$ cat config.mk
export PLATFORM = sky130hd
export DESIGN_NAME = scc_sync_clamp_irq
export DESIGN_NICKNAME = d
export VERILOG_FILES = /design/src/scc_sync_clamp_irq.v /design/src/scc_clamp_gen.v
export VERILOG_INCLUDE_DIRS = /design/src
export SDC_FILE = /design/constraint.sdc
export NUM_CORES = 1
export LEC_CHECK = 0
export BUFFER_PORTS_ARGS = -buffer_cell sky130_fd_sc_hd__buf_4
export CAP_MARGIN = 20
export CORE_ASPECT_RATIO = 1.25
export CORE_MARGIN = 1.5
export CORE_UTILIZATION = 50
export CTS_BUF_LIST = sky130_fd_sc_hd__clkbuf_8
export DETAILED_ROUTE_END_ITERATION = 6
export PLACE_DENSITY_LB_ADDON = 0.3
export SYNTH_ARGS = -nofsm -noshare
export SYNTH_HDL_FRONTEND = slang
export SYNTH_SLANG_ARGS = --single-unit
$ cat constraint.sdc
create_clock -name clk_in -period 3.8 [get_ports clk_in]
set_clock_uncertainty 0.05 [all_clocks]
set_input_delay 0.19 -clock clk_in [delete_from_list [all_inputs] [get_ports clk_in]]
set_output_delay 0.19 -clock clk_in [all_outputs]
set_load 0.005 [all_outputs]
$ cat src/scc_map.vh
// Register map, field positions and timing constants of the sync clamp and change interrupt block
// Summary of operation
// - Pattern type 1,0 gives full white video, 1,1 gives full black video.
// - Self-test sync pin is driven only while the test output enable is 1.
// - Clamp starts at hsync leading edge when edge select is 1, else trailing edge.
// - Clamp pulse is positive when polarity bit is 1, negative when 0.
// - Clamp width is (width field plus one) times 0.167 us; the unit is rounded up to 7 clocks of 25 ns, 0.175 us.
// - Events set their flags; interrupt request is low while an enabled flag is set.
// - Writing 0 to a flag bit clears it; writing 1 leaves it unchanged.
// - A change in detected h or v presence sets its presence change flag.
// - A change in detected h or v polarity sets its polarity change flag.
// - A frequency change or counter overflow sets that sync's frequency flag.
// - Vertical pulse flag reports a pending vsync interrupt; writing 0 clears it.
// - Each of the seven sources has its own enable; only enabled ones interrupt.
// - Vertical pulse flag is set at the leading edge of each vsync pulse.
// - Horizontal clamp pin is driven only while the clamp output enable is set.
// - Counter overflow status bit follows the overflow condition, cleared by hardware.
`ifndef SCC_MAP_VH
`define SCC_MAP_VH

// Register offsets, reads
`define SCC_REG_STATUS      8'h40
`define SCC_REG_HCNT_HI     8'h41
`define SCC_REG_HCNT_LO     8'h42
`define SCC_REG_VCNT_HI     8'h43
`define SCC_REG_VCNT_LO     8'h44
// Register offsets, writes and read/write
`define SCC_REG_TPAT        8'h42
`define SCC_REG_CLAMP       8'h43
`define SCC_REG_FLAGS       8'h48
`define SCC_REG_ENABLES     8'h49
`define SCC_REG_CLAMP_EN    8'h4a

// Reset values and byte constants
`define SCC_RST_BYTE        8'h00
`define SCC_ZERO_BYTE       8'h00
`define SCC_ONES_BYTE       8'hff

// Test pattern control fields
`define SCC_TP_GEN_EN       5
`define SCC_TP_TIM_HI       4
`define SCC_TP_TIM_LO       3
`define SCC_TP_RT_HI        2
`define SCC_TP_RT_LO        1
`define SCC_TP_OUT_EN       0
`define SCC_PAT_XHATCH_POS  2'h0
`define SCC_PAT_XHATCH_NEG  2'h1
`define SCC_PAT_WHITE       2'h2
`define SCC_PAT_BLACK       2'h3

// Clamp control fields
`define SCC_CL_EDGE         6
`define SCC_CL_POL          5
`define SCC_CL_W_HI         4
`define SCC_CL_W_LO         2
`define SCC_CLEN_BIT        0

// Flag and enable bit positions
`define SCC_FL_HPR          7
`define SCC_FL_VPR          6
`define SCC_FL_HPL          5
`define SCC_FL_VPL          4
`define SCC_FL_HF           3
`define SCC_FL_VF           2
`define SCC_FL_VP           0
`define SCC_FL_MASK         8'hfd

// Timing
`define SCC_CLK_NS          25
`define SCC_CLAMP_UNIT_NS   167
`define SCC_CLAMP_UNIT_CYC  ((`SCC_CLAMP_UNIT_NS + `SCC_CLK_NS - 1) / `SCC_CLK_NS)
`define SCC_CLAMP_CNT_W     6

`endif

$ cat src/scc_sync_clamp_irq.v
// Sync clamp, test pattern output and sync change interrupt block
`timescale 1ns/1ps
`include "scc_map.vh"
module scc_sync_clamp_irq (
   // Clock and reset
   input  wire        clk_in,
   input  wire        rst_n_in,
   // Register port
   input  wire [7:0]  addr_in,
   input  wire [7:0]  wdata_in,
   input  wire        wr_in,
   input  wire        rd_in,
   output reg  [7:0]  rdata_out,
   // Sync pins
   input  wire        hsync_in,
   input  wire        vsync_in,
   // Measurements from the sync processor
   input  wire        meas_strobe_in,
   input  wire        cv_present_in,
   input  wire        h_present_in,
   input  wire        v_present_in,
   input  wire        h_polarity_in,
   input  wire        v_polarity_in,
   input  wire        h_off_level_in,
   input  wire        v_off_level_in,
   input  wire [13:0] h_count_in,
   input  wire [11:0] v_count_in,
   input  wire        h_overflow_in,
   input  wire        v_overflow_in,
   // Self-test pattern generator
   input  wire        crosshatch_in,
   input  wire        test_sync_in,
   output reg         test_gen_enable_out,
   output reg  [1:0]  test_timing_sel_out,
   output reg         pattern_video_out,
   output reg         self_test_sync_out,
   output reg         self_test_sync_oe_out,
   // Clamp pin
   output wire        horizontal_clamp_out,
   output wire        horizontal_clamp_oe_out,
   // Interrupt to the core
   output wire        core_external_irq_request_n_out
);

   // Software registers
   reg  [7:0]  test_pattern_control_r;
   reg  [7:0]  clamp_pulse_control_r;
   reg  [7:0]  sync_event_flags_r;
   reg  [7:0]  sync_event_flags_nxt;
   reg  [7:0]  sync_event_enables_r;
   reg         clamp_output_enable_r;
   reg  [7:0]  rdata_nxt;

   // Pin synchronisers
   reg         hs_meta_r;
   reg         hs_sync_r;
   reg         hs_prev_r;
   reg         vs_meta_r;
   reg         vs_sync_r;
   reg         vs_prev_r;

   // Previous measurement
   reg         h_present_prev_r;
   reg         v_present_prev_r;
   reg         h_polarity_prev_r;
   reg         v_polarity_prev_r;
   reg  [13:0] h_count_prev_r;
   reg  [11:0] v_count_prev_r;
   reg         h_ovf_prev_r;
   reg         v_ovf_prev_r;
   reg         meas_seen_r;

   // Latest measurement, as read back
   reg         h_ovf_stat_r;
   reg         v_ovf_stat_r;

   // One-cycle change pulses
   reg         h_pres_chg_r;
   reg         v_pres_chg_r;
   reg         h_pol_chg_r;
   reg         v_pol_chg_r;
   reg         h_freq_chg_r;
   reg         v_freq_chg_r;

   wire        hs_lead;
   wire        hs_trail;
   wire        vs_lead;
   wire        wr_tpat;
   wire        wr_clamp;
   wire        wr_flags;
   wire        wr_en;
   wire        wr_clen;
   wire [7:0]  event_set;
   wire [7:0]  flag_keep;

   // Register decode used by the write strobes; the read mux decodes with its own case
   function addr_hit;
      input [7:0] a;
      input [7:0] reg_addr;
      begin
         addr_hit = (a == reg_addr);
      end
   endfunction

   // Leading edge means going to the active level of the given polarity
   function is_lead;
      input now_lvl;
      input old_lvl;
      input pol;
      begin
         is_lead = (now_lvl == pol) && (old_lvl != pol);
      end
   endfunction

   // Two flops on each pin before any logic looks at it
   always @(posedge clk_in or negedge rst_n_in) begin
      if (!rst_n_in) begin
         hs_meta_r <= 1'b0;
         hs_sync_r <= 1'b0;
         hs_prev_r <= 1'b0;
         vs_meta_r <= 1'b0;
         vs_sync_r <= 1'b0;
         vs_prev_r <= 1'b0;
      end else begin
         hs_meta_r <= hsync_in;
         hs_sync_r <= hs_meta_r;
         hs_prev_r <= hs_sync_r;
         vs_meta_r <= vsync_in;
         vs_sync_r <= vs_meta_r;
         vs_prev_r <= vs_sync_r;
      end
   end

   // Edge events on the synchronised syncs
   assign hs_lead  = is_lead(hs_sync_r, hs_prev_r, h_polarity_in);
   assign hs_trail = is_lead(hs_sync_r, hs_prev_r, ~h_polarity_in);
   assign vs_lead  = is_lead(vs_sync_r, vs_prev_r, v_polarity_in);

   // Write strobes per register
   assign wr_tpat  = wr_in & addr_hit(addr_in, `SCC_REG_TPAT);
   assign wr_clamp = wr_in & addr_hit(addr_in, `SCC_REG_CLAMP);
   assign wr_flags = wr_in & addr_hit(addr_in, `SCC_REG_FLAGS);
   assign wr_en    = wr_in & addr_hit(addr_in, `SCC_REG_ENABLES);
   assign wr_clen  = wr_in & addr_hit(addr_in, `SCC_REG_CLAMP_EN);

   // Control registers
   always @(posedge clk_in or negedge rst_n_in) begin
      if (!rst_n_in) begin
         test_pattern_control_r <= `SCC_RST_BYTE;
         clamp_pulse_control_r  <= `SCC_RST_BYTE;
         sync_event_enables_r   <= `SCC_RST_BYTE;
         clamp_output_enable_r  <= 1'b0;
      end else begin
         if (wr_tpat) begin
            test_pattern_control_r <= wdata_in;
         end
         if (wr_clamp) begin
            clamp_pulse_control_r <= wdata_in;
         end
         if (wr_en) begin
            sync_event_enables_r <= wdata_in & `SCC_FL_MASK;
         end
         if (wr_clen) begin
            clamp_output_enable_r <= wdata_in[`SCC_CLEN_BIT];
         end
      end
   end

   // Compare each new measurement with the one before it;
   // the first measurement after reset only primes the history
   always @(posedge clk_in or negedge rst_n_in) begin
      if (!rst_n_in) begin
         h_present_prev_r  <= 1'b0;
         v_present_prev_r  <= 1'b0;
         h_polarity_prev_r <= 1'b0;
         v_polarity_prev_r <= 1'b0;
         h_count_prev_r    <= 14'h0000;
         v_count_prev_r    <= 12'h000;
         h_ovf_prev_r      <= 1'b0;
         v_ovf_prev_r      <= 1'b0;
         meas_seen_r       <= 1'b0;
         h_pres_chg_r      <= 1'b0;
         v_pres_chg_r      <= 1'b0;
         h_pol_chg_r       <= 1'b0;
         v_pol_chg_r       <= 1'b0;
         h_freq_chg_r      <= 1'b0;
         v_freq_chg_r      <= 1'b0;
      end else begin
         h_pres_chg_r <= 1'b0;
         v_pres_chg_r <= 1'b0;
         h_pol_chg_r  <= 1'b0;
         v_pol_chg_r  <= 1'b0;
         h_freq_chg_r <= 1'b0;
         v_freq_chg_r <= 1'b0;
         if (meas_strobe_in) begin
            meas_seen_r       <= 1'b1;
            h_present_prev_r  <= h_present_in;
            v_present_prev_r  <= v_present_in;
            h_polarity_prev_r <= h_polarity_in;
            v_polarity_prev_r <= v_polarity_in;
            h_count_prev_r    <= h_count_in;
            v_count_prev_r    <= v_count_in;
            h_ovf_prev_r      <= h_overflow_in;
            v_ovf_prev_r      <= v_overflow_in;
            if (meas_seen_r) begin
               h_pres_chg_r <= (h_present_in != h_present_prev_r);
               v_pres_chg_r <= (v_present_in != v_present_prev_r);
               h_pol_chg_r  <= (h_polarity_in != h_polarity_prev_r);
               v_pol_chg_r  <= (v_polarity_in != v_polarity_prev_r);
               // Overflow counts once on entry, not on every measurement
               h_freq_chg_r <= (h_count_in != h_count_prev_r) |
                               (h_overflow_in & ~h_ovf_prev_r);
               v_freq_chg_r <= (v_count_in != v_count_prev_r) |
                               (v_overflow_in & ~v_ovf_prev_r);
            end
         end
      end
   end

   // Overflow status follows the condition with no software clear
   always @(posedge clk_in or negedge rst_n_in) begin
      if (!rst_n_in) begin
         h_ovf_stat_r <= 1'b0;
         v_ovf_stat_r <= 1'b0;
      end else begin
         h_ovf_stat_r <= h_overflow_in;
         v_ovf_stat_r <= v_overflow_in;
      end
   end

   // Event vector in flag layout
   assign event_set = {h_pres_chg_r, v_pres_chg_r, h_pol_chg_r, v_pol_chg_r,
                       h_freq_chg_r, v_freq_chg_r, 1'b0, vs_lead};

   // Zero bits in a flag write clear, ones keep
   assign flag_keep = wr_flags ? wdata_in : `SCC_ONES_BYTE;

   // Set wins over a clear in the same cycle so no event is lost
   always @* begin
      sync_event_flags_nxt = ((sync_event_flags_r & flag_keep) | event_set) & `SCC_FL_MASK;
   end

   // Sticky flags
   always @(posedge clk_in or negedge rst_n_in) begin
      if (!rst_n_in) begin
         sync_event_flags_r <= `SCC_RST_BYTE;
      end else begin
         sync_event_flags_r <= sync_event_flags_nxt;
      end
   end

   // Active low level request while any enabled flag stands
   assign core_external_irq_request_n_out =
      ~|(sync_event_flags_r & sync_event_enables_r);

   // Read mux; unmapped and write-only offsets read zero
   always @* begin
      rdata_nxt = `SCC_ZERO_BYTE;
      case (addr_in)
         `SCC_REG_STATUS: begin
            rdata_nxt = {cv_present_in, 1'b0, h_polarity_in, v_polarity_in,
                         h_present_in, v_present_in, h_off_level_in, v_off_level_in};
         end
         `SCC_REG_HCNT_HI: begin
            rdata_nxt = {h_ovf_stat_r, 1'b0, h_count_in[13:8]};
         end
         `SCC_REG_HCNT_LO: begin
            rdata_nxt = h_count_in[7:0];
         end
         `SCC_REG_VCNT_HI: begin
            rdata_nxt = {v_ovf_stat_r, 3'h0, v_count_in[11:8]};
         end
         `SCC_REG_VCNT_LO: begin
            rdata_nxt = v_count_in[7:0];
         end
         `SCC_REG_FLAGS: begin
            rdata_nxt = sync_event_flags_r;
         end
         default: begin
            rdata_nxt = `SCC_ZERO_BYTE;
         end
      endcase
   end

   // Read data stands only in the cycle after the strobe
   always @(posedge clk_in or negedge rst_n_in) begin
      if (!rst_n_in) begin
         rdata_out <= `SCC_ZERO_BYTE;
      end else begin
         rdata_out <= rd_in ? rdata_nxt : `SCC_ZERO_BYTE;
      end
   end

   // Test pattern video and self-test sync pin
   always @(posedge clk_in or negedge rst_n_in) begin
      if (!rst_n_in) begin
         test_gen_enable_out   <= 1'b0;
         test_timing_sel_out   <= 2'h0;
         pattern_video_out     <= 1'b0;
         self_test_sync_out    <= 1'b0;
         self_test_sync_oe_out <= 1'b0;
      end else begin
         test_gen_enable_out <= test_pattern_control_r[`SCC_TP_GEN_EN];
         test_timing_sel_out <= test_pattern_control_r[`SCC_TP_TIM_HI:`SCC_TP_TIM_LO];
         if (!test_pattern_control_r[`SCC_TP_GEN_EN]) begin
            pattern_video_out <= 1'b0;
         end else begin
            case (test_pattern_control_r[`SCC_TP_RT_HI:`SCC_TP_RT_LO])
               `SCC_PAT_XHATCH_POS: pattern_video_out <= crosshatch_in;
               `SCC_PAT_XHATCH_NEG: pattern_video_out <= ~crosshatch_in;
               `SCC_PAT_WHITE:      pattern_video_out <= 1'b1;
               `SCC_PAT_BLACK:      pattern_video_out <= 1'b0;
               default:             pattern_video_out <= 1'b0;
            endcase
         end
         // Pin idles low when not driven so no stale level is seen on enable
         self_test_sync_out    <= test_pattern_control_r[`SCC_TP_OUT_EN] & test_sync_in;
         self_test_sync_oe_out <= test_pattern_control_r[`SCC_TP_OUT_EN];
      end
   end

   // Clamp pulse generator
   scc_clamp_gen u_clamp (
      .clk_in       (clk_in),
      .rst_n_in     (rst_n_in),
      .lead_in      (hs_lead),
      .trail_in     (hs_trail),
      .edge_sel_in  (clamp_pulse_control_r[`SCC_CL_EDGE]),
      .pol_in       (clamp_pulse_control_r[`SCC_CL_POL]),
      .width_in     (clamp_pulse_control_r[`SCC_CL_W_HI:`SCC_CL_W_LO]),
      .out_en_in    (clamp_output_enable_r),
      .clamp_out    (horizontal_clamp_out),
      .clamp_oe_out (horizontal_clamp_oe_out)
   );

endmodule // scc_sync_clamp_irq

$ cat src/scc_clamp_gen.v
// Clamp pulse generator: edge pick, width timer and output polarity
`timescale 1ns/1ps
`include "scc_map.vh"
module scc_clamp_gen (
   // Clock and reset
   input  wire       clk_in,
   input  wire       rst_n_in,
   // Edge events of the synchronised hsync
   input  wire       lead_in,
   input  wire       trail_in,
   // Control
   input  wire       edge_sel_in,
   input  wire       pol_in,
   input  wire [2:0] width_in,
   input  wire       out_en_in,
   // Pin
   output reg        clamp_out,
   output reg        clamp_oe_out
);

   reg [`SCC_CLAMP_CNT_W-1:0] cnt_r;
   reg [`SCC_CLAMP_CNT_W-1:0] cnt_nxt;
   wire                       start;
   wire                       active;

   // Pulse length in clock cycles for a width code
   function [`SCC_CLAMP_CNT_W-1:0] scc_width_cycles;
      input [2:0] w;
      integer     t;
      begin
         t = ({29'h0000_0000, w} + 1) * `SCC_CLAMP_UNIT_CYC;
         scc_width_cycles = t[`SCC_CLAMP_CNT_W-1:0];
      end
   endfunction

   // Leading or trailing edge starts the pulse
   assign start  = edge_sel_in ? lead_in : trail_in;
   assign active = (cnt_r != {`SCC_CLAMP_CNT_W{1'b0}});

   // A new edge restarts the timer, so on a line shorter than the pulse two pulses merge into one
   always @* begin
      cnt_nxt = cnt_r;
      if (start) begin
         cnt_nxt = scc_width_cycles(width_in);
      end else if (active) begin
         cnt_nxt = cnt_r - {{(`SCC_CLAMP_CNT_W-1){1'b0}}, 1'b1};
      end
   end

   // Registered pin, idle level follows the polarity
   always @(posedge clk_in or negedge rst_n_in) begin
      if (!rst_n_in) begin
         cnt_r        <= {`SCC_CLAMP_CNT_W{1'b0}};
         clamp_out    <= 1'b0;
         clamp_oe_out <= 1'b0;
      end else begin
         cnt_r        <= cnt_nxt;
         clamp_out    <= pol_in ? active : ~active;
         clamp_oe_out <= out_en_in;
      end
   end

endmodule // scc_clamp_gen

==> qor.txt, run 1 <==
chip width - 88.11 um
max-cap violations - 0
clk sinks - 95
Avg Synthesized Cell Area - 12.44 um2
Setup Viol. Count Final - 0
Slew Viols, Final - 0
setup slack at placement - 1.369 ns
largest area contributor in the netlist - dfrtp_1
I/O Buffers - 76
total track usage - 0.2125
Initial Utilization - 0.5174
first-pass GRT wire length - 15440 um
Detail Placement HPWL - 6943 um
largest family of logic cells by synthesized area - multiplexers
Worst Hold Class - input port to register
CP Class - register to register
Yosys top cell area share - 0.5252
Max Clk Rate - 410.9 MHz
sequential fraction of the synthesis area - 0.5252
area grow syn2layout - 19.87%
routed vias/inst - 5.371
pin count of the biggest net entering global routing - 73
layout cell share with drive strength beyond 1 - 0.3348
Vias - 3051
Core Area - 8748 um2
Worst Setup End Kind - register
die area - 9637 um2
Root Driver - clkbuf_8
post-CTS sizing - 0
antenna violations before repair - 0
Reg-to-Reg End - u_clamp.cnt_r[5]
Tmin final - 2.433 ns
fin worst setup slack - 1.367 ns
CP Launch Point - clamp_pulse_control_r[2]
Slew HR - 0.4096
clock buffer depth - 2
Mapped Cells - 364
Final Hold Vio Count - 0
r2r worst-path depth - 9
Compound-Gate Fraction of Synth Area - 0.06716
Max FO, Critical Path - 5
Post-Syn Area - 4527 um2
CTS buffer count - 9
multiplexer area fraction after synthesis - 0.1686
Adder-Cell Fraction of Synth Area - 0.02930
NumNets Final - 514
number of synthesized flops with an enable pin - 0
TritonCTS clock tree - yes
initial DRC count - 169
Required @ worst endpoint - 3.96 ns
crit path DAT - 2.59 ns
startpoint types - register
clock-pin slew on the worst setup and hold paths - 0.09 ns
Hold Path Depth - 2
Slew @ Worst Pin - 0.8856 ns
Fillers - 750
Hold Crit Start - wdata_in[1]
routed wire length - 9350 um
R2R Path Start - clamp_pulse_control_r[2]
Final period util - 0.6404
number of global-route vias before repair - 3217
syn nets - 434
post-synthesis simple-gate area fraction - 0.1056
Post-synth top flop - dfrtp_1
Synth Area in XOR/XNOR - 0.07933
asr flop ratio synth - 1.000
Ys Warns - 0
commonest cells in the netlist - dfrtp_1 (95), mux2_2 (48), xor2_1 (23)
top-count cell post-synth - dfrtp_1
Fin Setup TNS - 0 ns
H-tree Lvls - 3
Ant. Diodes - 0
outcome - completed
RSZ-0062 raised after global routing - no
DR pass1 iterations - 4
residual DRC count - 0
Power per Cell Area - 402.7 nW/um2
hold endpoint - test_pattern_control_r[1]
grt ovf - 0
IO Count - 77
post-route ant nets - 0
Leak - 2.532 nW
Unique masters post-synth - 52
Clock Latency Late Sink - 0.35 ns
top post-synthesis cells by area - dfrtp_1 (53%), mux2_2 (12%), xor2_1 (4.4%)
wire length per cell - 16.46 um
Core Rows - 38
Final GP Congestion - 0.8270
FF-to-FF setup slack - 1.37 ns
Yosys reg bits - 95
Die Y - 109.4 um
Peak VDD IR - 0.2423 mV
[cell families (layout without fill, tap and decap cells)]
| kind of cell | count (synthesis) | in the layout |
|---|---|---|
| multiplexers | 66 | 66 |
| XOR/XNOR | 41 | 41 |
| flip-flops | 95 | 95 |
| AO/OA/AOI/OAI | 46 | 46 |
| AND/OR/NAND/NOR | 80 | 80 |
| buffers and inverters | 26 | 110 |
| adder cells (fa/ha/maj) | 10 | 10 |
[stage by stage]
step,utilization,hold WS (ns),power [mW],cell area [um2],std cells
2_1_floorplan,-,-0.1556,1.423,4527,364
3_3_place_gp,0.5930,0.2507,1.568,5187,547
3_5_place_dp,0.5930,0.2511,1.584,5187,547
4_1_cts,0.6203,0.004638,2.211,5426,568
5_1_grt,0.6203,0.01282,2.300,5426,568
6_report,0.6203,0.02080,2.185,5426,568
[how the worst max path moves through the flow]
stage | to | slack [ns]
2_1_floorplan | u_clamp.cnt_r[5] | 1.53
3_3_place_gp | u_clamp.cnt_r[5] | 1.45
3_5_place_dp | u_clamp.cnt_r[5] | 1.37
4_1_cts | u_clamp.cnt_r[5] | 1.35
5_1_grt | u_clamp.cnt_r[5] | 1.19
6_report | u_clamp.cnt_r[5] | 1.37
[per-layer routing]
layer  global-route usage  vias to the layer above  part of all wire  wire, um
li1                     -                     1442                 -         -
met1               0.2708                     1528              0.44      4075
met3              0.03078                        8             0.038       359
met4              0.07589                        0            0.0093        87
met5                    0                        -                 0         0
met2               0.3670                       73              0.52      4828
[layout make-up]
cell class                 instances  area (um2)  area share
sequential                        95        2377      0.4381
multi-input combinational        243        2037      0.3754
timing repair buffer              83       638.1      0.1176
tap                              120       150.1     0.02767
clock buffer                       9       123.9     0.02283
clock inverter                     6       55.05     0.01015
inverter                          12       45.04    0.008301
[report_power, final]
group / switching [mW] / internal [mW] / total (mW)
clock network: 0.329 / 0.294 / 0.623
registers: 0.0565 / 1.10 / 1.15
logic: 0.194 / 0.213 / 0.408
total: 0.579 / 1.61 / 2.19
[placed cells by master (no fill, tap or decap), types with 7 or more instances in the layout]
cell type | netlist | layout
mux2_2 | 48 | 48
nor2b_1 | 7 | 7
mux2i_1 | 11 | 11
nand2b_1 | 8 | 8
xor2_1 | 23 | 23
dfrtp_1 | 95 | 95
o21ai_0 | 13 | 13
inv_1 | 12 | 14
nand2_1 | 10 | 10
buf_4 | 2 | 77
clkbuf_8 | 0 | 9
xnor2_1 | 18 | 18
nor2_1 | 17 | 17
ha_1 | 9 | 9
a22oi_1 | 7 | 7
[state kept, by name (all words and copies together) (netlist names), 2 cells and up]
register	count
u_clamp.cnt_r	6
sync_event_flags_r	7
h_count_prev_r	14
clamp_pulse_control_r	5
rdata_out	8
test_timing_sel_out	2
sync_event_enables_r	7
test_pattern_control_r	6
v_count_prev_r	12
[worst max-delay path, stage by stage (launching register included)]
cell and delay [ns]:
dfrtp_1 0.43, ha_1 0.23, xor2_1 0.29, xnor2_1 0.16, ha_1 0.27, ha_1 0.30, a21o_1 0.17, a21oi_1 0.16
xor2_1 0.15, mux2i_1 0.08
[timing repair]
item	4_1_cts	5_1_grt
endpoints found under the hold margin	76	0
buffers inserted	0	0
hold buffers	6	0
No activity file was read; power rests on OpenSTA's default activity.
==> run 2, diff against run 1 <==
Clock period 3.8 ns to 2.5 ns, I/O delays scaled along.
==> qor.txt, run 2 (synthesis gave the netlist of run 1 again) <==
outcome - completed
Leak - 2.755 nW
clock buffer depth - 2
CP Class - register to register
Final GP Congestion - 0.8507
Final Hold Vio Count - 0
Peak VDD IR - 0.3902 mV
Slew @ Worst Pin - 0.5930 ns
R2R Path Start - clamp_pulse_control_r[2]
Detail Placement HPWL - 7134 um
TritonCTS clock tree - yes
total track usage - 0.2273
Initial Utilization - 0.5174
number of global-route vias before repair - 3383
startpoint types - register
Clock Latency Late Sink - 0.36 ns
die area - 9637 um2
I/O Buffers - 76
Power per Cell Area - 613.3 nW/um2
Worst Hold Class - input port to register
Vias - 3232
residual DRC count - 0
wire length per cell - 16.35 um
DR pass1 iterations - 4
crit path DAT - 2.58 ns
Core Area - 8748 um2
max FFs per register - 14
placed insts - 552
total design power - 3.627 mW
Regs by FF count - h_count_prev_r: 14 flops, v_count_prev_r: 12 flops, rdata_out: 8 flops
Slew HR - 0.6011
antenna violations before repair - 0
Final period util - 0.9503
Tmin final - 2.376 ns
area grow syn2layout - 30.62%
H-tree Lvls - 3
hold endpoint - pattern_video_out
routed wire length - 10010 um
clock-pin slew on the worst setup and hold paths - 0.09 ns
Slew Viols, Final - 0
clk sinks - 95
Worst Setup End Kind - register
Core Rows - 38
Die Y - 109.4 um
Ant. Diodes - 0
CTS buffer count - 9
Reg-to-Reg End - u_clamp.cnt_r[5]
chip width - 88.11 um
layout cell share with drive strength beyond 1 - 0.3191
Required @ worst endpoint - 2.70 ns
Hold Path Depth - 3
routed vias/inst - 5.281
pin count of the biggest net entering global routing - 39
Setup Viol. Count Final - 0
r2r worst-path depth - 9
grt ovf - 0
max-cap violations - 0
Root Driver - clkbuf_8
initial DRC count - 179
post-route ant nets - 0
Setup Fix Bufs, Post-CTS - 0
first-pass GRT wire length - 16180 um
Max Clk Rate - 420.9 MHz
NumNets Final - 557
Max FO, Critical Path - 5
Layout Cells excl Fill - 612
FF-to-FF setup slack - 0.12 ns
most flop-heavy register - h_count_prev_r
commonest cells after routing, fill and taps aside - dfrtp_1 (94), buf_4 (82), mux2_2 (48), dlygate4sd3_1 (44), xor2_1 (23)
most common cell after layout, fill and taps aside - dfrtp_1
IO Count - 77
Hold Crit Start - crosshatch_in
## run 2: worst max-delay path by stage
stage | slack (ns) | endpoint | depth (start not counted) | start
finish | 0.12 | u_clamp.cnt_r[5] | 9 | clamp_pulse_control_r[2]
global route | -0.004 | u_clamp.cnt_r[5] | 9 | clamp_pulse_control_r[2]
CTS | 0.13 | u_clamp.cnt_r[5] | 9 | clamp_pulse_control_r[2]
detailed placement | 0.14 | u_clamp.cnt_r[5] | 9 | clamp_pulse_control_r[2]
global placement | 0.22 | u_clamp.cnt_r[5] | 9 | clamp_pulse_control_r[2]
floorplan | 0.23 | u_clamp.cnt_r[5] | 9 | clamp_pulse_control_r[2]
## run 2: final cells by class
class / count / area (um2)
Inverter: 12 / 45.04
Fill cell: 664 / 2835
Clock buffer: 10 / 137.6
Tap cell: 120 / 150.1
Clock inverter: 6 / 101.3
Timing Repair Buffer: 126 / 1056
Sequential cell: 95 / 2379
Multi-Input combinational cell: 243 / 2044
## run 2: power breakdown
part	switching [mW]	internal (mW)	total, mW
registers	0.0883	1.67	1.76
logic	0.310	0.371	0.681
clock network	0.506	0.682	1.19
total	0.904	2.72	3.63
## run 2: stage by stage
step	area, um2	hold slack (ns)	setup TNS [ns]	util	setup WS, ns
floorplan	4527	-0.2206	0	-	0.2326
global placement	5225	0.06902	0	0.5973	0.2177
detailed placement	5225	0.07138	0	0.5973	0.1433
CTS	5904	0.05221	0	0.6749	0.1280
global route	5913	0.06944	-0.005435	0.6759	-0.003673
finish	5913	0.07369	0	0.6759	0.1242
## run 2: critical path, cell delays in order, from the launching register on
cell     delay [ns]
dfrtp_2        0.42
inv_1          0.09
ha_1           0.37
xnor2_1        0.16
ha_1           0.29
ha_1           0.30
a21o_1         0.18
a21oi_1        0.18
xor2_1         0.15
mux2i_1        0.08
## run 2: layer usage
metal | part of all wire | vias to the layer above | track usage
met5 | 0 | - | 0
met4 | 0.033 | 0 | 0.1205
met3 | 0.040 | 21 | 0.03754
met2 | 0.52 | 89 | 0.3959
met1 | 0.41 | 1585 | 0.2664
li1 | - | 1537 | -
## run 2: timing repair
item / CTS / global route
gates resized for setup: 0 / 2
endpoints found under the setup margin: 0 / 2
hold buffers: 44 / 0
endpoints found under the hold margin: 97 / 0
